### config.mk
export PLATFORM = sky130hd
export DESIGN_NAME = ipr_top
export DESIGN_NICKNAME = d
export VERILOG_FILES = /design/src/hdl/ipr_pkg.sv /design/src/hdl/ipr_field.sv /design/src/hdl/ipr_top.sv
export VERILOG_INCLUDE_DIRS = /design/src /design/src/hdl
export SDC_FILE = /design/constraint.sdc
export NUM_CORES = 1
export LEC_CHECK = 0
export BUFFER_PORTS_ARGS = -buffer_cell sky130_fd_sc_hd__buf_2
export CAP_MARGIN = 25
export CORE_UTILIZATION = 30
export DETAILED_ROUTE_END_ITERATION = 16
export PLACE_DENSITY = 0.56
export SLEW_MARGIN = 20
export SYNTH_ARGS = -nofsm -noshare
export SYNTH_HDL_FRONTEND = slang
export SYNTH_SLANG_ARGS = --single-unit
### constraint.sdc
create_clock -name clk_i -period 1.32 [get_ports clk_i]
set_input_delay 0.066 -clock clk_i [delete_from_list [all_inputs] [get_ports clk_i]]
set_output_delay 0.066 -clock clk_i [all_outputs]
set_load 0.02 [all_outputs]
### src/hdl/ipr_regs.svh
`ifndef IPR_REGS_SVH
`define IPR_REGS_SVH

// ****************************************************************
// Register map and field layout.
// ****************************************************************
`define IPR_ADDR_W      4
`define IPR_DATA_W      16
`define IPR_PRIO_OFS    4'h0
`define IPR_STAT_OFS    4'h1

// Priority field positions inside the priority word.
`define IPR_LVL_W       3
`define IPR_SER_LSB     0
`define IPR_ADC_LSB     4
`define IPR_DMA_LSB     8

// Status field positions inside the status word.
`define IPR_STAT_EN_LSB 0
`define IPR_STAT_RQ_LSB 4
`define IPR_STAT_GT_LSB 8

// Reset and special field values.
`define IPR_LVL_RST     3'h4
`define IPR_LVL_OFF     3'h0
`define IPR_RD_IDLE     16'h0000
`define IPR_NSRC        3

`endif

### src/hdl/ipr_pkg.sv
`default_nettype none
`include "ipr_regs.svh"

// ****************************************************************
// Types shared by the priority register block.
// ****************************************************************
package ipr_pkg;

    // One priority level, 0 disables, 7 is the highest.
    typedef logic [`IPR_LVL_W-1:0] ipr_level_t;

    // Plain register port request from the CPU side.
    typedef struct packed {
        logic [`IPR_ADDR_W-1:0] addr;
        logic [`IPR_DATA_W-1:0] wdata;
        logic                   wr;
        logic                   rd;
    } ipr_bus_t;

    // The three priority levels as seen by the arbiter.
    typedef struct packed {
        ipr_level_t dma_ch1_done_priority;
        ipr_level_t adc1_done_priority;
        ipr_level_t serial1_tx_priority;
    } ipr_prio_t;

endpackage
`default_nettype wire

### src/hdl/ipr_field.sv
`timescale 1ns/100ps
`default_nettype none
`include "ipr_regs.svh"

// ****************************************************************
// One writable priority field with its enable decode.
// ****************************************************************
module ipr_field #(
    parameter int unsigned     LVL_W   = `IPR_LVL_W,
    parameter logic [LVL_W-1:0] RST_LVL = `IPR_LVL_RST
) (
    input  wire logic             clk_i,     // System clock.
    input  wire logic             rst_b_i,   // Async reset, low.
    input  wire logic             we_i,      // Field write strobe.
    input  wire logic [LVL_W-1:0] wdata_i,   // New level.
    output logic      [LVL_W-1:0] level_o,   // Stored level.
    output logic                  enabled_o  // Level is not zero.
);

    logic [LVL_W-1:0] level_ff;
    logic [LVL_W-1:0] nxt_level;
    logic             enabled_ff;
    logic             nxt_enabled;

    // Next level and enable; a zero level turns the source off.
    always_comb begin
        nxt_level = level_ff;
        if (we_i) begin
            nxt_level = wdata_i;
        end
        nxt_enabled = (nxt_level != '0);
    end

    // Register the level, loading the default level at reset.
    always_ff @(posedge clk_i or negedge rst_b_i) begin
        if (!rst_b_i) begin
            level_ff   <= RST_LVL;
            enabled_ff <= (RST_LVL != '0);
        end else begin
            level_ff   <= nxt_level;
            enabled_ff <= nxt_enabled;
        end
    end

    assign level_o   = level_ff;
    assign enabled_o = enabled_ff;

endmodule
`default_nettype wire

### src/hdl/ipr_top.sv
`timescale 1ns/100ps
`default_nettype none
`include "ipr_regs.svh"

// Contract
// - A 3-bit field is a priority level; all ones is level 7, the highest.
// - Bits 6 to 4 hold the ADC1 conversion-complete priority.
// - Bits 2 to 0 hold the serial port 1 transmitter priority.
// - After reset every field holds binary 100, level 4.
// - Field value 001 gives the source the lowest active level, 1.
// - Field value 000 disables the source; it never requests service.

// ****************************************************************
// Interrupt priority register for three sources.
// ****************************************************************
module ipr_top (
    input  wire logic                  clk_i,      // System clock.
    input  wire logic                  rst_b_i,    // Async reset, low.
    input  wire ipr_pkg::ipr_bus_t     bus_i,      // Register request.
    output logic [`IPR_DATA_W-1:0]     rdata_o,    // Read data, next cycle.
    output ipr_pkg::ipr_prio_t         prio_o,     // Levels to arbiter.
    output logic [`IPR_NSRC-1:0]       enabled_o,  // Source not disabled.
    input  wire logic [`IPR_NSRC-1:0]  src_req_i,  // Raw source requests.
    output logic [`IPR_NSRC-1:0]       gated_req_o // Requests of live ones.
);
    import ipr_pkg::*;

    // Source index 0 is serial tx, 1 is ADC1, 2 is DMA channel 1.
    localparam int unsigned LSB_TAB [`IPR_NSRC] = '{
        `IPR_SER_LSB, `IPR_ADC_LSB, `IPR_DMA_LSB
    };

    ipr_level_t                level   [`IPR_NSRC];
    logic       [`IPR_NSRC-1:0] enabled;
    logic                      prio_we;
    logic [`IPR_DATA_W-1:0]    prio_word;
    logic [`IPR_DATA_W-1:0]    stat_word;
    logic [`IPR_DATA_W-1:0]    rdata_ff;
    logic [`IPR_DATA_W-1:0]    nxt_rdata;
    logic [`IPR_NSRC-1:0]      gated_ff;
    logic [`IPR_NSRC-1:0]      nxt_gated;

    // ************************************************************
    // Priority fields.
    // ************************************************************

    // A write touches only the three fields; other bits are dropped.
    assign prio_we = bus_i.wr && (bus_i.addr == `IPR_PRIO_OFS);

    // One field per source, each taking its own slice of the word.
    for (genvar i = 0; i < `IPR_NSRC; i++) begin : g_fld
        ipr_field #(
            .LVL_W   (`IPR_LVL_W),
            .RST_LVL (`IPR_LVL_RST)
        ) u_fld (
            .clk_i     (clk_i),
            .rst_b_i   (rst_b_i),
            .we_i      (prio_we),
            .wdata_i   (bus_i.wdata[LSB_TAB[i] +: `IPR_LVL_W]),
            .level_o   (level[i]),
            .enabled_o (enabled[i])
        );
    end

    // Levels go to the arbiter untouched; 7 outranks all others.
    assign prio_o.serial1_tx_priority   = level[0];
    assign prio_o.adc1_done_priority    = level[1];
    assign prio_o.dma_ch1_done_priority = level[2];
    assign enabled_o                    = enabled;

    // ************************************************************
    // Read words.
    // ************************************************************

    // Assemble both read words; unused bits stay zero.
    always_comb begin
        prio_word = `IPR_RD_IDLE;
        stat_word = `IPR_RD_IDLE;
        for (int k = 0; k < `IPR_NSRC; k++) begin
            prio_word[LSB_TAB[k] +: `IPR_LVL_W] = level[k];
        end
        stat_word[`IPR_STAT_EN_LSB +: `IPR_NSRC] = enabled;
        stat_word[`IPR_STAT_RQ_LSB +: `IPR_NSRC] = src_req_i;
        stat_word[`IPR_STAT_GT_LSB +: `IPR_NSRC] = gated_ff;
    end

    // Read data stand one cycle after the strobe and read zero else.
    always_comb begin
        if (!bus_i.rd) begin
            nxt_rdata = `IPR_RD_IDLE;
        end else if (bus_i.addr == `IPR_PRIO_OFS) begin
            nxt_rdata = prio_word;
        end else if (bus_i.addr == `IPR_STAT_OFS) begin
            nxt_rdata = stat_word;
        end else begin
            nxt_rdata = `IPR_RD_IDLE;
        end
    end

    // ************************************************************
    // Request gating.
    // ************************************************************

    // A disabled source is masked so it never asks for service.
    always_comb begin
        nxt_gated = src_req_i & enabled;
    end

    // Register read data and gated requests.
    always_ff @(posedge clk_i or negedge rst_b_i) begin
        if (!rst_b_i) begin
            rdata_ff <= `IPR_RD_IDLE;
            gated_ff <= '0;
        end else begin
            rdata_ff <= nxt_rdata;
            gated_ff <= nxt_gated;
        end
    end

    assign rdata_o     = rdata_ff;
    assign gated_req_o = gated_ff;

endmodule
`default_nettype wire

==> results of run 1 <==
## worst max path at each step
stage,startpoint,endpoint
final,g_fld[1].u_fld.level_o[2],prio_o[5]
after global routing,g_fld[1].u_fld.level_o[2],prio_o[5]
after CTS,g_fld[1].u_fld.level_o[2],prio_o[5]
after detailed placement,bus_i[19],g_fld[1].u_fld.level_o[1]
after global placement,bus_i[19],g_fld[0].u_fld.level_o[0]
after floorplan,bus_i[18],g_fld[0].u_fld.level_o[0]
## stage by stage
| step | worst slack, ps | hold slack [ps] | util, % | instance area [um2] |
|---|---|---|---|---|
| after floorplan | 344 | -230 | - | 1100 |
| after global placement | 198 | 68.8 | 37.9 | 1280 |
| after detailed placement | 178 | 70.4 | 37.9 | 1280 |
| after CTS | 177 | 176 | 43.3 | 1470 |
| after global routing | 137 | 190 | 43.3 | 1470 |
| final | 182 | 178 | 43.3 | 1470 |
## sequential cells by signal, indices dropped and copies added, names as in the netlist
name and flops:
g_fld.u_fld.level_o 9, rdata_o 9, g_fld.u_fld.enabled_o 3, gated_req_o 3
## cells by family (layout without fill, tap and decap cells)
family / Yosys count / in the layout
buffers and inverters: 12 / 61
and+or+nand+nor: 21 / 21
muxes: 21 / 21
DFF: 24 / 24
other: 1 / 7
## power by group
part / total, mW / leakage (nW) / switching [mW] / internal, mW
clock network: 0.521 / 0.0279 / 0.214 / 0.307
logic: 0.551 / 0.477 / 0.296 / 0.255
registers: 0.987 / 0.299 / 0.106 / 0.881
total: 2.06 / 0.803 / 0.616 / 1.44
## routing by layer
layer,track usage [%],share of wire (%),vias up
li1,-,-,357
met1,15.0,46,349
met2,17.5,45,36
met3,2.48,5.4,4
met4,7.62,2.6,0
met5,0,0,-
## placed cells by master, fill, tap and decap left out, types with 2 or more instances in the layout
cell / count
dfstp_2: 6
nor2_1: 9
conb_1: 7
and2_1: 3
clkbuf_4: 3
nor3_1: 6
dfrtp_1: 18
buf_2: 43
mux2_4: 7
mux2i_1: 12
dlygate4sd3_1: 13
mux2_2: 2
## timing repair
action,in CTS,in global routing
hold buffers,13,0
buffers inserted,0,0
hold endpoints to repair,30,0
## cell type report
| class | count | area share, % |
|---|---|---|
| Timing Repair Buffer | 57 | 24.0 |
| Tap cell | 46 | 3.92 |
| Sequential cell | 24 | 41.4 |
| Multi-Input combinational cell | 49 | 27.0 |
| Clock buffer | 3 | 1.53 |
| Clock inverter | 1 | 2.05 |
==> impl_metrics.json, run 1 <==
{
  "cp.arrival_ps": 1070,
  "dieArea_um2": 3830,
  "antenna_found_initial": 0,
  "via_per_inst": 4.14,
  "path_delay_family": "flip-flops",
  "drtAntennaViolNets": 0,
  "hold_violations": 0,
  "power.total_mw": 2.06,
  "final_nets": 162,
  "synth.top_cells.by_count": "dfrtp_1, mux2i_1, buf_4",
  "clkTransAtPathRegs_ps": 130,
  "r2r_start": "g_fld[1].u_fld.level_o[2]",
  "finClkSkew_ps": 1.36,
  "diodes": 0,
  "cap_viol_max_count": 0,
  "ys_ff_latch": 24,
  "synth_flop_cell": "dfrtp_1",
  "tightest_slew_ps": 511,
  "status": "complete, no violations",
  "crit_chain": "buf_2",
  "max_freq_mhz": 879,
  "synth_cells": 79,
  "vdd_ir_drop_max_mv": 0.407,
  "drive_above_1_share_pct": 48.5,
  "track_usage_pct": 11.6,
  "yosys.area_share.simple_pct": 11.4,
  "dp.cells": 163,
  "synth_most_common_cell": "dfrtp_1",
  "io_buffer_count": 43,
  "h-tree-depth": 1,
  "synth_area_leader_cell": "dfrtp_1",
  "tritoncts": "yes",
  "ys_seq_area_share_pct": 56.5,
  "grt-ovfl-total": 0,
  "start_util_pct": 31.7,
  "final.setup.tns_ps": 0,
  "drv_slew": 0,
  "p_per_area_nw_per_um2": 1400,
  "synth-xor-area-share_pct": 0,
  "end_kind": "output port",
  "die_w_um": 61.9,
  "setup_viol": 0,
  "synth_area_leaders": "dfrtp_1, dfstp_2, mux2i_1",
  "core_um2": 3390,
  "crit_cells": 1,
  "rrSetupSlack_ps": 470,
  "clock_latency_ps": 310,
  "hp-start": "bus_i[1]",
  "synthArstFlopShare_pct": 100,
  "holdPathEnd": "g_fld[2].u_fld.enabled_o",
  "grt_pass1_wl_mm": 3.13,
  "grt_pass1_vias": 693,
  "crit_required_ps": 1250,
  "finalNonFillerCells": 180,
  "ios": 58,
  "synth_top_family_by_area": "multiplexers",
  "muxShareOfSynthArea_pct": 23.0,
  "fill_cells": 310,
  "drcViolationCount": 0,
  "fin_crit_ps": 1140,
  "path_buf_inv": 1,
  "synth.distinct_cells": 14,
  "synth_fa_ha_area_share_pct": 0,
  "die_height_um": 61.9,
  "root_buffer": "clkbuf_4",
  "post_cts_resize_count": 0,
  "critPathSlowestCell": "dfstp_2",
  "post_synth.cell_area_avg_um2": 13.6,
  "critical_path_class": "reg -> out",
  "grt_max_degree": 25,
  "clkSinkCount": 24,
  "min_path_type": "in -> reg",
  "place_hpwl_mm": 1.51,
  "drt-initial-drc-count": 20,
  "vias": 746,
  "wire_per_inst_um": 11.1,
  "rr_endpoint": "g_fld[1].u_fld.enabled_o",
  "slowest_delay_ps": 590,
  "whs_path_depth": 3,
  "totalWireLength_mm": 2.01,
  "area_growth_pct": 36.4,
  "cts_made_buffers": 3,
  "leakagePower_nw": 0.803,
  "synth_area_um2": 1080,
  "rsz0062_at_grt": "no",
  "seq_area_um2": 608,
  "first_pass_iters": 4,
  "ys_warn_count": 0,
  "row_count": 21,
  "slew_headroom_pct": 65.9,
  "worst-r2r-cell-count": 2,
  "synth_edf_count": 0,
  "timing.final.crit_share_pct": 86.2,
  "multi_input_area_um2": 397,
  "worst_setup_path_start_kind": "register",
  "synth_compound_area_share_pct": 0,
  "critPathMaxFanout": 4,
  "clk_path_buf_depth": 2,
  "yosysTopAreaCellShare_pct": 41.9,
  "gp_congestion": 0.721
}
No activity file was read; power rests on OpenSTA's default activity.
==> inputs of run 2 (changes only) <==
--- a/config.mk
+++ b/config.mk
@@ -6,8 +6,10 @@
 export SDC_FILE = /design/constraint.sdc
 export NUM_CORES = 1
 export LEC_CHECK = 0
+export ABC_CLOCK_PERIOD_IN_PS = 1320
 export BUFFER_PORTS_ARGS = -buffer_cell sky130_fd_sc_hd__buf_2
 export CAP_MARGIN = 25
+export CORE_MARGIN = 2
 export CORE_UTILIZATION = 30
 export DETAILED_ROUTE_END_ITERATION = 16
 export PLACE_DENSITY = 0.56
==> impl_metrics.json, run 2 (synthesis results as in run 1) <==
{
  "antenna_found_initial": 0,
  "clkTransAtPathRegs_ps": 110,
  "grt_pass1_vias": 722,
  "path_buf_inv": 1,
  "critPathMaxFanout": 4,
  "hold_violations": 0,
  "cap_viol_max_count": 0,
  "place_hpwl_mm": 1.53,
  "via_per_inst": 4.00,
  "area_growth_pct": 33.0,
  "grt_max_degree": 25,
  "path_delay_family": "flip-flops",
  "drt-initial-drc-count": 37,
  "worst_setup_path_start_kind": "register",
  "fill_cells": 316,
  "track_usage_pct": 10.3,
  "clock_latency_ps": 300,
  "dieArea_um2": 4080,
  "wire_per_inst_um": 11.5,
  "critPathSlowestCell": "dfstp_2",
  "clkSinkCount": 24,
  "die_w_um": 63.9,
  "totalWireLength_mm": 2.06,
  "status": "complete, no violations",
  "tightest_slew_ps": 522,
  "p_per_area_nw_per_um2": 1290,
  "clk_path_buf_depth": 2,
  "setup_viol": 0,
  "drtAntennaViolNets": 0,
  "h-tree-depth": 1,
  "max_freq_mhz": 892,
  "rsz0062_at_grt": "no",
  "die_height_um": 63.9,
  "crit_required_ps": 1250,
  "drv_slew": 0,
  "crit_chain": "buf_2",
  "fin_crit_ps": 1120,
  "finClkSkew_ps": 1.66,
  "vdd_ir_drop_max_mv": 0.356,
  "final_nets": 161,
  "drcViolationCount": 0,
  "ios": 58,
  "final.setup.tns_ps": 0,
  "diodes": 0,
  "grt-ovfl-total": 0,
  "final_common_cell": "buf_2",
  "start_util_pct": 31.7,
  "core_um2": 3390,
  "layout_common_cells": "buf_2, dfrtp_1, mux2i_1, dlygate4sd3_1, nor2_1",
  "slew_headroom_pct": 65.2,
  "io_buffer_count": 43,
  "gp_congestion": 0.720,
  "min_path_type": "in -> reg",
  "leakagePower_nw": 0.786,
  "tritoncts": "yes",
  "drive_above_1_share_pct": 48.1,
  "critical_path_class": "reg -> out",
  "cts_made_buffers": 3,
  "end_kind": "output port",
  "vias": 716,
  "post_dp_cell_area_um2": 1280,
  "row_count": 21,
  "slowest_delay_ps": 590,
  "design_area_um2": 1430,
  "grt_pass1_wl_mm": 3.25,
  "cts_setup_buffers": 0,
  "root_buffer": "clkbuf_4",
  "cp.arrival_ps": 1060,
  "timing.final.crit_share_pct": 85.0,
  "first_pass_iters": 2
}
==> run 2: cell types whose count changed in the layout (fill, tap and decap cells not counted), sizes merged <==
cell,before,now
dlygate4sd3,13,12
bufinv,1,0
clkbuf,3,4
==> run 2: stage by stage <==
step | setup slack [ps] | utilization [%] | instances | hold WS, ps | power, mW
final | 198 | 42.2 | 179 | 18.2 | 1.84
after global routing | 144 | 42.2 | 179 | 0.532 | 1.97
after CTS | 195 | 41.0 | 175 | 1.82 | 1.86
after detailed placement | 173 | 37.9 | 163 | 69.8 | 1.53
after global placement | 198 | 37.9 | 163 | 65.0 | 1.52
after floorplan | 344 | - | 85 | -230 | 1.37
==> run 2: final cells by class <==
type	instances	area, um2	area share (%)
Multi-Input combinational cell	49	397	27.7
Clock buffer	4	26.3	1.84
Timing Repair Buffer	56	343	24.0
Sequential cell	24	608	42.5
Tap cell	46	57.6	4.02
==> run 2: path summary, 6_finish.rpt <==
kind | start | end | slack, ps | depth (start not counted)
setup / recovery | g_fld[1].u_fld.level_o[2] | prio_o[5] | 200 | 1
hold / removal | bus_i[3] | g_fld[0].u_fld.level_o[1] | 20 | 2
setup reg to reg | g_fld[1].u_fld.level_o[2] | g_fld[1].u_fld.enabled_o | 480 | 2
hold reg to reg | gated_req_o[2] | rdata_o[10] | 540 | 2
max in group asynchronous | rst_b_i | g_fld[1].u_fld.enabled_o | 700 | 2
min in group asynchronous | rst_b_i | rdata_o[8] | 260 | 2
==> run 2: per-layer routing <==
| layer | part of all wire, % | up-vias | GRT usage (%) |
|---|---|---|---|
| li1 | - | 356 | - |
| met1 | 45 | 330 | 13.3 |
| met2 | 48 | 28 | 16.1 |
| met3 | 5.9 | 2 | 1.41 |
| met4 | 1.4 | 0 | 6.52 |
| met5 | 0 | - | 0 |
==> run 2: timing repair <==
action / in CTS / in global routing
hold buffers: 8 / 4
hold endpoints to repair: 25 / 4
gates resized for setup: 0 / 0
setup endpoints to repair: 0 / 0
==> run 2: where the power goes <==
group	switching [mW]	total, mW	internal, mW	leakage, nW
clock network	0.192	0.310	0.118	0.0150
registers	0.101	0.982	0.881	0.299
logic	0.299	0.552	0.253	0.473
total	0.592	1.84	1.25	0.786
==> inputs of run 3 (changes only) <==
--- a/config.mk
+++ b/config.mk
@@ -6,13 +6,14 @@
 export SDC_FILE = /design/constraint.sdc
 export NUM_CORES = 1
 export LEC_CHECK = 0
-export ABC_CLOCK_PERIOD_IN_PS = 1320
+export ABC_AREA = 1
+export ABC_CLOCK_PERIOD_IN_PS = 950
 export BUFFER_PORTS_ARGS = -buffer_cell sky130_fd_sc_hd__buf_2
 export CAP_MARGIN = 25
 export CORE_MARGIN = 2
 export CORE_UTILIZATION = 30
 export DETAILED_ROUTE_END_ITERATION = 16
-export PLACE_DENSITY = 0.56
+export PLACE_DENSITY = 0.57
 export SLEW_MARGIN = 20
 export SYNTH_ARGS = -nofsm -noshare
 export SYNTH_HDL_FRONTEND = slang
==> constraint.sdc (replaced) <==
create_clock -name clk_i -period 0.95 [get_ports clk_i]
set_input_delay 0.0475 -clock clk_i [delete_from_list [all_inputs] [get_ports clk_i]]
set_output_delay 0.0475 -clock clk_i [all_outputs]
set_load 0.02 [all_outputs]
==> impl_metrics.json, run 3 <==
{
  "crit_cells": 1,
  "post_dp_cell_area_um2": 1400,
  "end_kind": "output port",
  "ys_ff_latch": 24,
  "synth_edf_count": 0,
  "dieArea_um2": 4450,
  "tritoncts": "yes",
  "vias": 957,
  "detailedPlace.worstSlack_ps": 48.4,
  "synth_area_um2": 1180,
  "clkSinkCount": 24,
  "design_area_um2": 1620,
  "totalWireLength_mm": 2.52,
  "place_hpwl_mm": 1.81,
  "core_um2": 3720,
  "cap_viol_max_count": 0,
  "critPathMaxFanout": 2,
  "drive_above_1_share_pct": 42.8,
  "dp.cells": 222,
  "grt_max_degree": 25,
  "critical_path_class": "reg -> out",
  "finClkSkew_ps": 2.93,
  "cp-startpoint": "g_fld[0].u_fld.level_o[2]",
  "synth.top_cells.by_count": "inv_1, nand2_1, nand3_1",
  "cp-endpoint": "prio_o[2]",
  "h-tree-depth": 1,
  "final.setup.tns_ps": -166,
  "clock_latency_ps": 260,
  "crit_required_ps": 900,
  "critPathSlowestCell": "dfstp_2",
  "synth.distinct_cells": 14,
  "crit_chain": "buf_6",
  "synth_area_leader_cell": "dfrtp_1",
  "rsz0062_at_grt": "yes",
  "grt_pass1_vias": 909,
  "grt-ovfl-total": 0,
  "root_buffer": "clkbuf_8",
  "first_pass_iters": 2,
  "clk_path_buf_depth": 2,
  "start_util_pct": 31.8,
  "setup_viol": 8,
  "slowest_delay_ps": 550,
  "setup_slack_ps": -26.3,
  "path_delay_family": "flip-flops",
  "layout_common_cells": "buf_2, inv_1, nand2_1, dfrtp_1, nand3_1",
  "ys_warn_count": 0,
  "path_buf_inv": 1,
  "die_w_um": 66.7,
  "rrSetupSlack_ps": -20,
  "tightest_slew_ps": 511,
  "cts_made_buffers": 3,
  "clkTransAtPathRegs_ps": 80,
  "antenna_found_initial": 0,
  "timing.final.crit_share_pct": 103,
  "min_path_type": "in -> reg",
  "ys_seq_area_share_pct": 51.5,
  "area_growth_pct": 37.5,
  "yosysTopAreaCellShare_pct": 38.2,
  "via_per_inst": 4.07,
  "io_buffer_count": 43,
  "final_common_cell": "buf_2",
  "status": "finished, violations left",
  "synth_flop_cell": "dfrtp_1",
  "die_height_um": 66.7,
  "worst_setup_path_start_kind": "register",
  "fin_crit_ps": 976,
  "slew_headroom_pct": 66.0,
  "vdd_ir_drop_max_mv": 0.553,
  "violations": "setup timing",
  "wire_per_inst_um": 10.7,
  "drv_slew": 0,
  "final_nets": 216,
  "track_usage_pct": 12.3,
  "drcViolationCount": 0,
  "drt-initial-drc-count": 51,
  "worst-r2r-cell-count": 3,
  "post_synth.cell_area_avg_um2": 8.74,
  "leakagePower_nw": 0.873,
  "row_count": 22,
  "synth_cells": 135,
  "rr_endpoint": "rdata_o[2]",
  "grt_pass1_wl_mm": 4.13,
  "ios": 58,
  "hold_violations": 0,
  "r2r_start": "g_fld[2].u_fld.enabled_o",
  "synth_area_leaders": "dfrtp_1, dfstp_2, inv_1",
  "finalNonFillerCells": 235,
  "cp.arrival_ps": 930,
  "synthArstFlopShare_pct": 100,
  "gp_congestion": 0.757,
  "p_per_area_nw_per_um2": 1570,
  "max_freq_mhz": 1020,
  "diodes": 0,
  "synth_most_common_cell": "inv_1",
  "drtAntennaViolNets": 0
}
## run 3: changes by cell type after synthesis, sizes merged
| cell | before | now |
|---|---|---|
| inv | 0 | 31 |
| nand3 | 0 | 22 |
| nand2 | 1 | 21 |
| mux2i | 12 | 0 |
| a21oi | 0 | 9 |
| mux2 | 9 | 0 |
| nand4 | 0 | 9 |
| nor3 | 7 | 0 |
| nor2 | 9 | 3 |
| and2 | 3 | 0 |
| buf | 12 | 14 |
| clkinv | 0 | 1 |
| nand3b | 1 | 0 |
## run 3: final cells by class
type	count	area [um2]
Fill cell	387	2090
Sequential cell	24	608
Multi-Input combinational cell	71	409
Timing Repair Buffer	57	384
Inverter	32	120
Tap cell	48	60.1
Clock buffer	3	41.3
## run 3: kinds of logic (layout without fill, tap and decap cells)
| logic type | count (synthesis) | count (layout) | synth area share, % |
|---|---|---|---|
| and+or+nand+nor | 55 | 55 | 24.3 |
| buffers and inverters | 46 | 92 | 20.0 |
| DFF | 24 | 24 | 51.5 |
| AOI/OAI and AO/OA | 9 | 9 | 3.82 |
| other | 1 | 7 | 0.318 |
## run 3: layer usage
metal	share of wire, %	track usage [%]	wire length [um]	vias to the layer above
met3	5.1	1.52	128	4
met2	48	20.4	1220	31
met1	44	15.8	1120	414
met5	0	0	0	-
li1	-	-	-	508
met4	2.1	6.12	52	0
## run 3: worst min path at each step
stage,from,endpoint,cells after the start
2_1_floorplan,rst_b_i,g_fld[0].u_fld.level_o[0],0
3_3_place_gp,rst_b_i,rdata_o[10],1
3_5_place_dp,rst_b_i,rdata_o[10],1
4_1_cts,bus_i[10],g_fld[2].u_fld.level_o[0],5
5_1_grt,bus_i[4],g_fld[0].u_fld.level_o[2],5
6_report,bus_i[4],g_fld[0].u_fld.level_o[2],5
## run 3: what timing repair did
action / CTS / global route
endpoints found under the setup margin: 6 / 17
hold endpoints to repair: 21 / 0
pin swaps: 0 / 7
setup buffers: 6 / 0
hold buffers: 4 / 0
gates resized for setup: 12 / 15
## run 3: metrics by stage
stage / power (mW) / hold slack [ps] / util, %
after detailed placement: 1.85 / 49.6 / 37.8
after floorplan: 1.64 / -248 / -
after global placement: 1.85 / 47.3 / 37.8
after global routing: 2.71 / 134 / 43.7
after CTS: 2.54 / 97.4 / 42.2
final: 2.54 / 105 / 43.7
## run 3: where the power goes
part	internal, mW	switching, mW
clock network	0.283	0.290
logic	0.294	0.442
registers	1.15	0.0818
